### src/pc_bus_glue_pkg.sv
`default_nettype none
package pc_bus_glue_pkg;
  // ----------------------------------------
  // widths
  // ----------------------------------------
  localparam int HOST_ADDR_W = 20;
  localparam int DEC_ADDR_W  = 18;
  localparam int DEC_LSB     = 2;
  localparam int GFX_ADDR_W  = 2;
  localparam int IRQ_LINES   = 3;

  // ----------------------------------------
  // decode windows on address bits 19..2
  // ----------------------------------------
  localparam logic [17:0] ROM_BASE = 18'h3_0000;
  localparam logic [17:0] ROM_MASK = 18'h3_e000;
  localparam logic [17:0] GFX_BASE = 18'h0_00c0;
  localparam logic [17:0] GFX_MASK = 18'h3_ffff;
  localparam logic [17:0] LUT_BASE = 18'h0_00c1;
  localparam logic [17:0] LUT_MASK = 18'h3_ffff;
  localparam logic [17:0] AUX_BASE = 18'h0_00c2;
  localparam logic [17:0] AUX_MASK = 18'h3_ffff;

  // ----------------------------------------
  // interrupt jumper positions
  // ----------------------------------------
  localparam int IRQ2_IDX = 0;
  localparam int IRQ3_IDX = 1;
  localparam int IRQ5_IDX = 2;

  // ----------------------------------------
  // timing figures
  // ----------------------------------------
  localparam int CLK_PERIOD_NS  = 4;
  localparam int RD_VALID_NS    = 100;
  localparam int RD_BUS_NS      = 20;
  localparam int RD_VALID_CYC   = RD_VALID_NS / CLK_PERIOD_NS;
  localparam int RD_BUS_CYC     = RD_BUS_NS / CLK_PERIOD_NS;
  localparam int CONTROLLER_SYSTEM_CLOCK_DIV     = 2;
  localparam logic [GFX_ADDR_W-1:0] GFX_ADDR_DMA = 2'h0;
endpackage : pc_bus_glue_pkg
`default_nettype wire

### src/pc_bus_host_glue.sv
`timescale 1ns/1ps
`default_nettype none
module pc_bus_host_glue
  import pc_bus_glue_pkg::*;
#(
  parameter int IRQ_SEL = IRQ5_IDX
) (
  input  wire logic                   clock_i,
  input  wire logic                   rst_b_i,
  input  wire logic [HOST_ADDR_W-1:0] host_addr_i,
  input  wire logic                   aen_i,
  input  wire logic                   ale_i,
  input  wire logic                   ior_n_i,
  input  wire logic                   iow_n_i,
  input  wire logic                   memr_n_i,
  input  wire logic                   memw_n_i,
  input  wire logic                   sbhe_n_i,
  input  wire logic                   dack_n_i,
  input  wire logic                   bus16_i,
  input  wire logic                   gfx_int_i,
  output logic [HOST_ADDR_W-1:0]      board_address_bits_o,
  output logic                        gfx_chip_select_n_o,
  output logic                        gfx_read_strobe_n_o,
  output logic                        gfx_write_strobe_n_o,
  output logic [GFX_ADDR_W-1:0]       gfx_addr_o,
  output logic                        gfx_aen_n_o,
  output logic                        gfx_ale_n_o,
  output logic                        high_byte_buffer_en_n_o,
  output logic                        low_byte_buffer_en_n_o,
  output logic                        swap_byte_buffer_en_n_o,
  output logic                        buffer_to_host_o,
  output logic                        rom_left_en_n_o,
  output logic                        rom_right_en_n_o,
  output logic                        palette_rd_n_o,
  output logic                        palette_wr_n_o,
  output logic                        aux_reg_wr_n_o,
  output logic                        controller_system_clock_o,
  output logic                        buffered_interrupt_o,
  output logic [IRQ_LINES-1:0]        host_irq_o
);

  // ----------------------------------------
  // helpers
  // ----------------------------------------
  // masked compare of the decoded address field
  function automatic logic addr_hit(
    input logic [DEC_ADDR_W-1:0] a,
    input logic [DEC_ADDR_W-1:0] base,
    input logic [DEC_ADDR_W-1:0] mask
  );
    addr_hit = ((a ^ base) & mask) == '0;
  endfunction : addr_hit

  // ----------------------------------------
  // address buffer and decoder
  // ----------------------------------------
  logic [DEC_ADDR_W-1:0] dec_addr;
  logic                  boot_rom_match_n;
  logic                  gfx_select_match_n;
  logic                  lookup_table_match_n;
  logic                  aux_match_n;
  logic                  io_cycle;
  logic                  dma_act;
  logic                  a0;

  // buffered address feeds every decode term
  assign board_address_bits_o = host_addr_i;
  assign dec_addr = board_address_bits_o[HOST_ADDR_W-1:DEC_LSB];
  assign a0       = board_address_bits_o[0];
  // aen high marks a dma cycle, so io decode is blocked then
  assign io_cycle = ~aen_i;
  assign dma_act  = ~dack_n_i;

  // four active-low match terms
  always_comb begin
    boot_rom_match_n     = ~addr_hit(dec_addr, ROM_BASE, ROM_MASK);
    gfx_select_match_n   = ~(io_cycle & addr_hit(dec_addr, GFX_BASE, GFX_MASK));
    lookup_table_match_n = ~(io_cycle & addr_hit(dec_addr, LUT_BASE, LUT_MASK));
    aux_match_n          = ~(io_cycle & addr_hit(dec_addr, AUX_BASE, AUX_MASK));
  end

  // ----------------------------------------
  // io control decoder
  // ----------------------------------------
  logic gfx_sel;
  logic gfx_xfer;
  logic lut_xfer;
  logic aux_xfer;
  logic rom_cyc;
  logic io_strobe;

  // dma acknowledge fakes a controller select with address zero
  assign gfx_sel   = ~gfx_select_match_n | dma_act;
  assign io_strobe = ~ior_n_i | ~iow_n_i;
  assign gfx_xfer  = gfx_sel & io_strobe;
  assign lut_xfer  = ~lookup_table_match_n & io_strobe;
  assign aux_xfer  = ~aux_match_n & io_strobe;
  assign rom_cyc   = ~boot_rom_match_n & ~memr_n_i & ~aen_i;

  // controller controls: no clocked stage, so they track the bus strobes
  always_comb begin
    gfx_chip_select_n_o  = ~gfx_sel;
    gfx_read_strobe_n_o  = ~(gfx_sel & ~dma_act & ~ior_n_i);
    gfx_write_strobe_n_o = ~(gfx_sel & ~iow_n_i);
    gfx_addr_o           = dma_act ? GFX_ADDR_DMA : host_addr_i[GFX_ADDR_W-1:0];
    gfx_aen_n_o          = dma_act ? 1'b0 : aen_i;
    gfx_ale_n_o          = dma_act ? 1'b0 : ~ale_i;
    palette_rd_n_o       = ~(~lookup_table_match_n & ~ior_n_i);
    palette_wr_n_o       = ~(~lookup_table_match_n & ~iow_n_i);
    aux_reg_wr_n_o       = ~(~aux_match_n & ~iow_n_i);
  end

  // ----------------------------------------
  // buffer control decoder
  // ----------------------------------------
  // eight-bit mode picks one rom by a0; sixteen-bit mode opens both
  always_comb begin
    rom_left_en_n_o  = ~(rom_cyc & (bus16_i | a0));
    rom_right_en_n_o = ~(rom_cyc & (bus16_i | ~a0));
  end

  // buffers open only while a strobe is active, so they fall with it
  always_comb begin
    low_byte_buffer_en_n_o  = ~(gfx_xfer | lut_xfer | aux_xfer
                                | (rom_cyc & (bus16_i | ~a0)));
    high_byte_buffer_en_n_o = ~(bus16_i & (gfx_xfer | rom_cyc));
    swap_byte_buffer_en_n_o = ~(~bus16_i & rom_cyc & a0);
    buffer_to_host_o        = ~ior_n_i | ~memr_n_i;
  end

  // ----------------------------------------
  // controller clock divider
  // ----------------------------------------
  // toggling every rising edge of the 2x oscillator gives a 50 percent duty
  always_ff @(posedge clock_i) begin
    if (!rst_b_i) begin
      controller_system_clock_o <= 1'b0;
    end else begin
      controller_system_clock_o <= ~controller_system_clock_o;
    end
  end

  // ----------------------------------------
  // interrupt buffer and jumper
  // ----------------------------------------
  // two flop stages; a jumper-like parameter picks the single line
  always_ff @(posedge clock_i) begin
    if (!rst_b_i) begin
      buffered_interrupt_o <= 1'b0;
    end else begin
      buffered_interrupt_o <= gfx_int_i;
    end
  end

  always_ff @(posedge clock_i) begin
    if (!rst_b_i) begin
      host_irq_o <= '0;
    end else begin
      host_irq_o          <= '0;
      host_irq_o[IRQ_SEL] <= buffered_interrupt_o;
    end
  end
endmodule : pc_bus_host_glue
`default_nettype wire

### config.mk
export PLATFORM = sky130hd
export DESIGN_NAME = pc_bus_host_glue
export DESIGN_NICKNAME = d
export VERILOG_FILES = /design/src/pc_bus_glue_pkg.sv /design/src/pc_bus_host_glue.sv
export SDC_FILE = /design/constraint.sdc
export NUM_CORES = 1
export LEC_CHECK = 0
export ABC_AREA = 1
export BUFFER_PORTS_ARGS = -buffer_cell sky130_fd_sc_hd__buf_2
export CORE_MARGIN = 2
export CORE_UTILIZATION = 30
export CTS_CLUSTER_DIAMETER = 80
export DETAILED_ROUTE_END_ITERATION = 10
export PLACE_DENSITY = 0.77
export SYNTH_ARGS = -nofsm -noshare
export SYNTH_HDL_FRONTEND = slang
export SYNTH_SLANG_ARGS = --single-unit
export TNS_END_PERCENT = 50
### constraint.sdc
create_clock -name clock_i -period 1.7 [get_ports clock_i]
set_input_delay 0.34 -clock clock_i [delete_from_list [all_inputs] [get_ports clock_i]]
set_output_delay 0.34 -clock clock_i [all_outputs]
set_load 0.01 [all_outputs]
Word-level counts from Yosys, hierarchy flattened
Cells that the tools add are included.
W data, S select, Z words.
{"block": "classes", "n_mux": 3, "bitwise_logic": 52, "n_reduce_logical": 4}
{"op": "$logic_not A18 Y1", "count": 4}
{"op": "$not A1 Y1", "count": 20}
{"op": "$and A1 B1 Y1", "count": 19}
{"op": "$or A1 B1 Y1", "count": 9}
{"op": "$not A3 Y3", "count": 2}
{"op": "$not A2 Y2", "count": 2}
{"op": "$mux W1", "count": 2}
{"op": "$mux W2", "count": 1}
{"block": "totals", "regBits": 5, "input_bits": 32, "elab_cells": 63}

Logic depth before layout (Yosys ltp)
{"block": "logic_depth", "word_depth": 9, "ltp_mapped": 9, "depth_no_buf": 9}

Worst setup path after synthesis
OpenSTA, ideal clock, no wires.
{"block": "synth_timing", "kind": "input -> output", "from": "input host_addr_i[14]", "to": "output high_byte_buffer_en_n_o", "t_arrival_ns": 1.006, "required_time_ns": 1.360, "path_slack_ns": 0.354, "path_stages": 8, "path_buffers": 0, "cell_sequence": "nor2_1 nand2_1 nor2_4 nand3_2 nand2_2 nand2_2 nand2_1 nand2_1"}
{"block": "synth_between", "elab_chain_len": 7}
{"item": "start, declared", "line_no": "pc_bus_host_glue.sv:10", "text": "input wire logic [HOST_ADDR_W-1:0] host_addr_i,"}
{"item": "$logic_not A18 Y1", "line_no": "pc_bus_host_glue.sv:51", "text": "addr_hit = ((a ^ base) & mask) == '0;"}
{"item": "$and A1 B1 Y1", "line_no": "pc_bus_host_glue.sv:77", "text": "gfx_select_match_n = ~(io_cycle & addr_hit(dec_addr, GFX_BASE, GFX_MASK));"}
{"item": "$or A1 B1 Y1", "line_no": "pc_bus_host_glue.sv:93", "text": "assign gfx_sel = ~gfx_select_match_n | dma_act;"}
{"item": "$and A1 B1 Y1", "line_no": "pc_bus_host_glue.sv:95", "text": "assign gfx_xfer = gfx_sel & io_strobe;"}
{"item": "$or A1 B1 Y1", "line_no": "pc_bus_host_glue.sv:126", "text": "high_byte_buffer_en_n_o = ~(bus16_i & (gfx_xfer | rom_cyc));"}
{"item": "$and A1 B1 Y1", "line_no": "pc_bus_host_glue.sv:126"}
{"item": "$not A1 Y1", "line_no": "pc_bus_host_glue.sv:126"}
{"item": "end, declared", "line_no": "pc_bus_host_glue.sv:28", "text": "output logic high_byte_buffer_en_n_o,"}
Every way passes these cells.

Worst setup path in the final report
{"block": "layout_timing", "from": "input host_addr_i[7]", "to": "output high_byte_buffer_en_n_o"}
The elaborated chain is that of the path after synthesis.

==> impl_summary.log <==
[metrics] TritonCTS buffer count: 3
[metrics] final net count: around 190
[metrics] arithmetic-cell share of the synthesized area counting full adders, half adders and majority gates: 0
[metrics] clock-pin slew of the registers on the worst-case setup and hold paths: 0.04 ns
[metrics] worst reg2reg path depth: 2
[metrics] RR Startpoint: buffered_interrupt_o
[metrics] vias after detailed routing: about 760
[metrics] proportion of layout cells with a drive suffix above 1: 0.549
[metrics] Area growth, synth to finish: 43.0%
[metrics] reg-to-reg slack, setup: between 1 and 1.5 ns
[metrics] post-layout power: 0.346 mW
[metrics] unrepaired setup endpoints after global routing: true
[metrics] worst skew pair latency: 0.23 ns
[metrics] Hold Buf Count CTS: 0
[metrics] number of warnings printed during yosys synthesis: 0
[metrics] crit path launch: host_addr_i[7]
[metrics] Int Pwr: 0.227 mW
[metrics] power density over cell area: approximately 430 nW/um^2
[metrics] setup violators final: 0
[metrics] initial antenna violation count: 0
[metrics] total I/O pin count: 73
[metrics] Post-Place Setup Slack: 0.101 ns
[metrics] area used by multi-input combinational logic: between 200 and 300 um^2
[metrics] DRC violations left: 0
[metrics] element type at the critical path end: output pin
[metrics] maximum number of pins on one net before global-route repair: 6
[metrics] status: finished, final reports clean
[metrics] number of clock sinks seen by CTS: 3
[metrics] worst endpoint data arrival time: around 1.3 ns
[metrics] part of the Yosys area used for sequential elements: 0.106
[metrics] number of distinct library cell variants in the gate-level netlist after synthesis: 17
[metrics] number of buffers inserted by post-CTS setup repair: 0
[metrics] design area: ~800 um^2
[metrics] detail-routed net length per standard cell: 8.69 um
[metrics] Synth Area in Compound Gates: 0.00883
[metrics] residual overflow from global routing: 0
[metrics] Core Box Area: 1750 um^2
[metrics] flip-flop and latch area: 60.1 um^2
[metrics] starting density of the core: 0.325
[metrics] switching power of the nets: between 0.1 and 0.15 mW
[metrics] cell family contributing the most delay on the critical path: simple AND/OR/NAND/NOR gates
[metrics] switching share of total power: 0.345
[metrics] proportion of power drawn by the clock network: 0.354
[metrics] number of global-route vias before repair: approximately 600
[metrics] Port Buffer Count: 68
[metrics] worst vdd ir: 463 uV
[metrics] multiplexer area fraction after synthesis: 0
[metrics] Setup WS post-layout: 0.102 ns
[metrics] full die area: ~2300 um^2
[metrics] total length of routed wires: 1550 um
[metrics] minimum hold slack: roughly 0.30 ns
[metrics] first-pass iteration count of the detailed router: 4
[metrics] total of max-cap violations: 0
[metrics] post-synthesis share of cell area spent on and, or, nand and nor gates: 0.468
[metrics] total number of cells along the worst setup path: 10
[metrics] Post-DP Area: 785 um^2
[metrics] first-pass GRT wire length: about 2100 um
[metrics] Cells after Synth: 101
[metrics] max-slew violation count: 0
[metrics] Max H-tree Level: 1
[metrics] critical path startpoint category: primary input
[metrics] GRT Overall Usage: 0.130
[metrics] slowest stage cell, crit path: sky130_fd_sc_hd__nor2_1
[metrics] critical path peak fanout: 5
[metrics] post-layout minimum cycle time: 1.60 ns
[metrics] most frequent cell on the critical path: sky130_fd_sc_hd__nand2_1
[metrics] start-to-end type of the worst setup path: primary input to output pin
[metrics] floorplan die width: 47.5 um
[metrics] Seq cells post-synth: 3
[metrics] combinational group share of total power: 0.425
[metrics] n_diodes: 0
[metrics] height of the die: 47.5 um
[metrics] post-DR vias/cell: 4.29
[metrics] Required @ worst endpoint: 1.36 ns
[metrics] share of power burned in registers: 0.221
[metrics] number of instances resized during post-cts repair: 0
[metrics] final core utilization: 0.465
[metrics] cell count after placement: approximately 170
[metrics] syn avg cell area: around 5.6 um^2
[metrics] Post-Synth XOR/XNOR Area: 0
[metrics] path category of the worst min-delay check: primary input to flip-flop
[metrics] final sum of negative setup slack: 0 ns
[metrics] Root Buffer: sky130_fd_sc_hd__clkbuf_4
[metrics] end point of the critical path: high_byte_buffer_en_n_o
[metrics] maximum cell stage delay along the critical path: 0.14 ns
[metrics] leakage: approximately 0.53 nW
[metrics] DPL Wire Length: between 1000 and 1500 um
[metrics] combinational family with the most area after synthesis: simple AND/OR/NAND/NOR gates
[metrics] Max Clk Rate: 626 MHz
[metrics] final setup skew: 0.00201 ns
[metrics] number of standard-cell rows in the floorplan: 15
[metrics] cell-by-cell trace of the critical path: buf_2, nor2_1, nand2_1, nor2_1, nand3_2, nand2_2, nand2_2, nand2_1, nand2_1, buf_2
[metrics] Synth Cell Area: about 570 um^2
[metrics] capture instance of the worst register-to-register path: host_irq_o[2]
[metrics] critical path buffer and inverter count: 2
[metrics] final hold viol count: 0
[metrics] maximum buffer depth of the clock tree: 2
[metrics] FILL cells: 180
[metrics] final weighted congestion of routability-driven global placement: approximately 0.73
[metrics] Final period util: 0.940
[metrics] Iteration-0 DRC Markers: 10
[metrics] final cell count without fillers: 178
[metrics] TritonCTS clock tree: built
[metrics] number of nets with antenna violations after detailed routing: 0
power by group through the flow:
stage	sequential, mW	clock (mW)	combinational [mW]
floorplan	0.0794	0	0.0944
global placement	0.0772	0	0.144
detailed placement	0.0774	0	0.148
CTS	0.0765	0.124	0.149
global route	0.0766	0.130	0.163
finish	0.0764	0.123	0.147
synthesized netlist by cell type (all sizes together):
| library cell | number | area, um^2 |
|---|---|---|
| inv | 18 | 67.6 |
| nand3 | 5 | 30.0 |
| dfxtp | 3 | 60.1 |
| nand2 | 26 | 105 |
| nor3 | 1 | 10.0 |
| and3b | 1 | 8.76 |
| o21ai | 1 | 5.00 |
| nand4 | 4 | 25.0 |
| buf | 22 | 165 |
| nor2 | 18 | 80.1 |
| nor4 | 1 | 6.26 |
| conb | 1 | 3.75 |
layer usage:
layer,track usage,share of wire,vias up
met5,0,0,-
met2,0.276,0.52,49
li1,-,-,385
met4,0.0333,0.0065,0
met1,0.120,0.35,326
met3,0.0264,0.12,4
worst min path at each step:
stage	from	endpoint	slack, ns	cells after the start
after floorplan	gfx_int_i	buffered_interrupt_o	0.43	2
after global placement	controller_system_clock_o	controller_system_clock_o	0.39	1
after detailed placement	controller_system_clock_o	controller_system_clock_o	0.41	1
after CTS	gfx_int_i	buffered_interrupt_o	0.30	3
after global routing	gfx_int_i	buffered_interrupt_o	0.30	3
final	gfx_int_i	buffered_interrupt_o	0.30	3
cell type report:
| class | count | area share |
|---|---|---|
| multi-input combinational | 59 | 0.343 |
| clock buffer | 4 | 0.0324 |
| tap | 25 | 0.0386 |
| timing repair buffer | 69 | 0.429 |
| sequential | 3 | 0.0741 |
| inverter | 18 | 0.0833 |
placed cells by master (no fill, tap or decap):
cell type,Yosys,routed
sky130_fd_sc_hd__nor3_2,1,1
sky130_fd_sc_hd__nor4_1,1,1
sky130_fd_sc_hd__buf_2,0,68
sky130_fd_sc_hd__nand3_1,4,4
sky130_fd_sc_hd__nor2_2,2,2
sky130_fd_sc_hd__conb_1,1,2
sky130_fd_sc_hd__nand4_1,4,4
sky130_fd_sc_hd__o21ai_0,1,1
sky130_fd_sc_hd__clkbuf_1,0,1
sky130_fd_sc_hd__nand2_2,3,3
sky130_fd_sc_hd__buf_4,22,1
sky130_fd_sc_hd__nand3_2,1,1
sky130_fd_sc_hd__dfxtp_1,3,3
sky130_fd_sc_hd__nand2_1,23,23
sky130_fd_sc_hd__inv_2,3,4
sky130_fd_sc_hd__nor2_1,15,15
sky130_fd_sc_hd__nor2_4,1,1
sky130_fd_sc_hd__and3b_1,1,1
sky130_fd_sc_hd__clkbuf_4,0,3
sky130_fd_sc_hd__inv_1,15,14
worst reg2reg max path, stage by stage (launching register included):
cell and delay, ns:
sky130_fd_sc_hd__dfxtp_1 0.30, sky130_fd_sc_hd__nand2_1 0.06, sky130_fd_sc_hd__inv_1 0.03
sequential cells by signal, summed over array words and instances, names as in the netlist:
| register | flops |
|---|---|
| controller_system_clock_o | 1 |
| buffered_interrupt_o | 1 |
| host_irq_o | 1 |
logic make-up after synthesis:
group / count (synthesis)
compound gates: 1
buf+inv: 40
flops: 3
other cells: 1
simple gates: 56
Power figures use the tool's default switching activity.
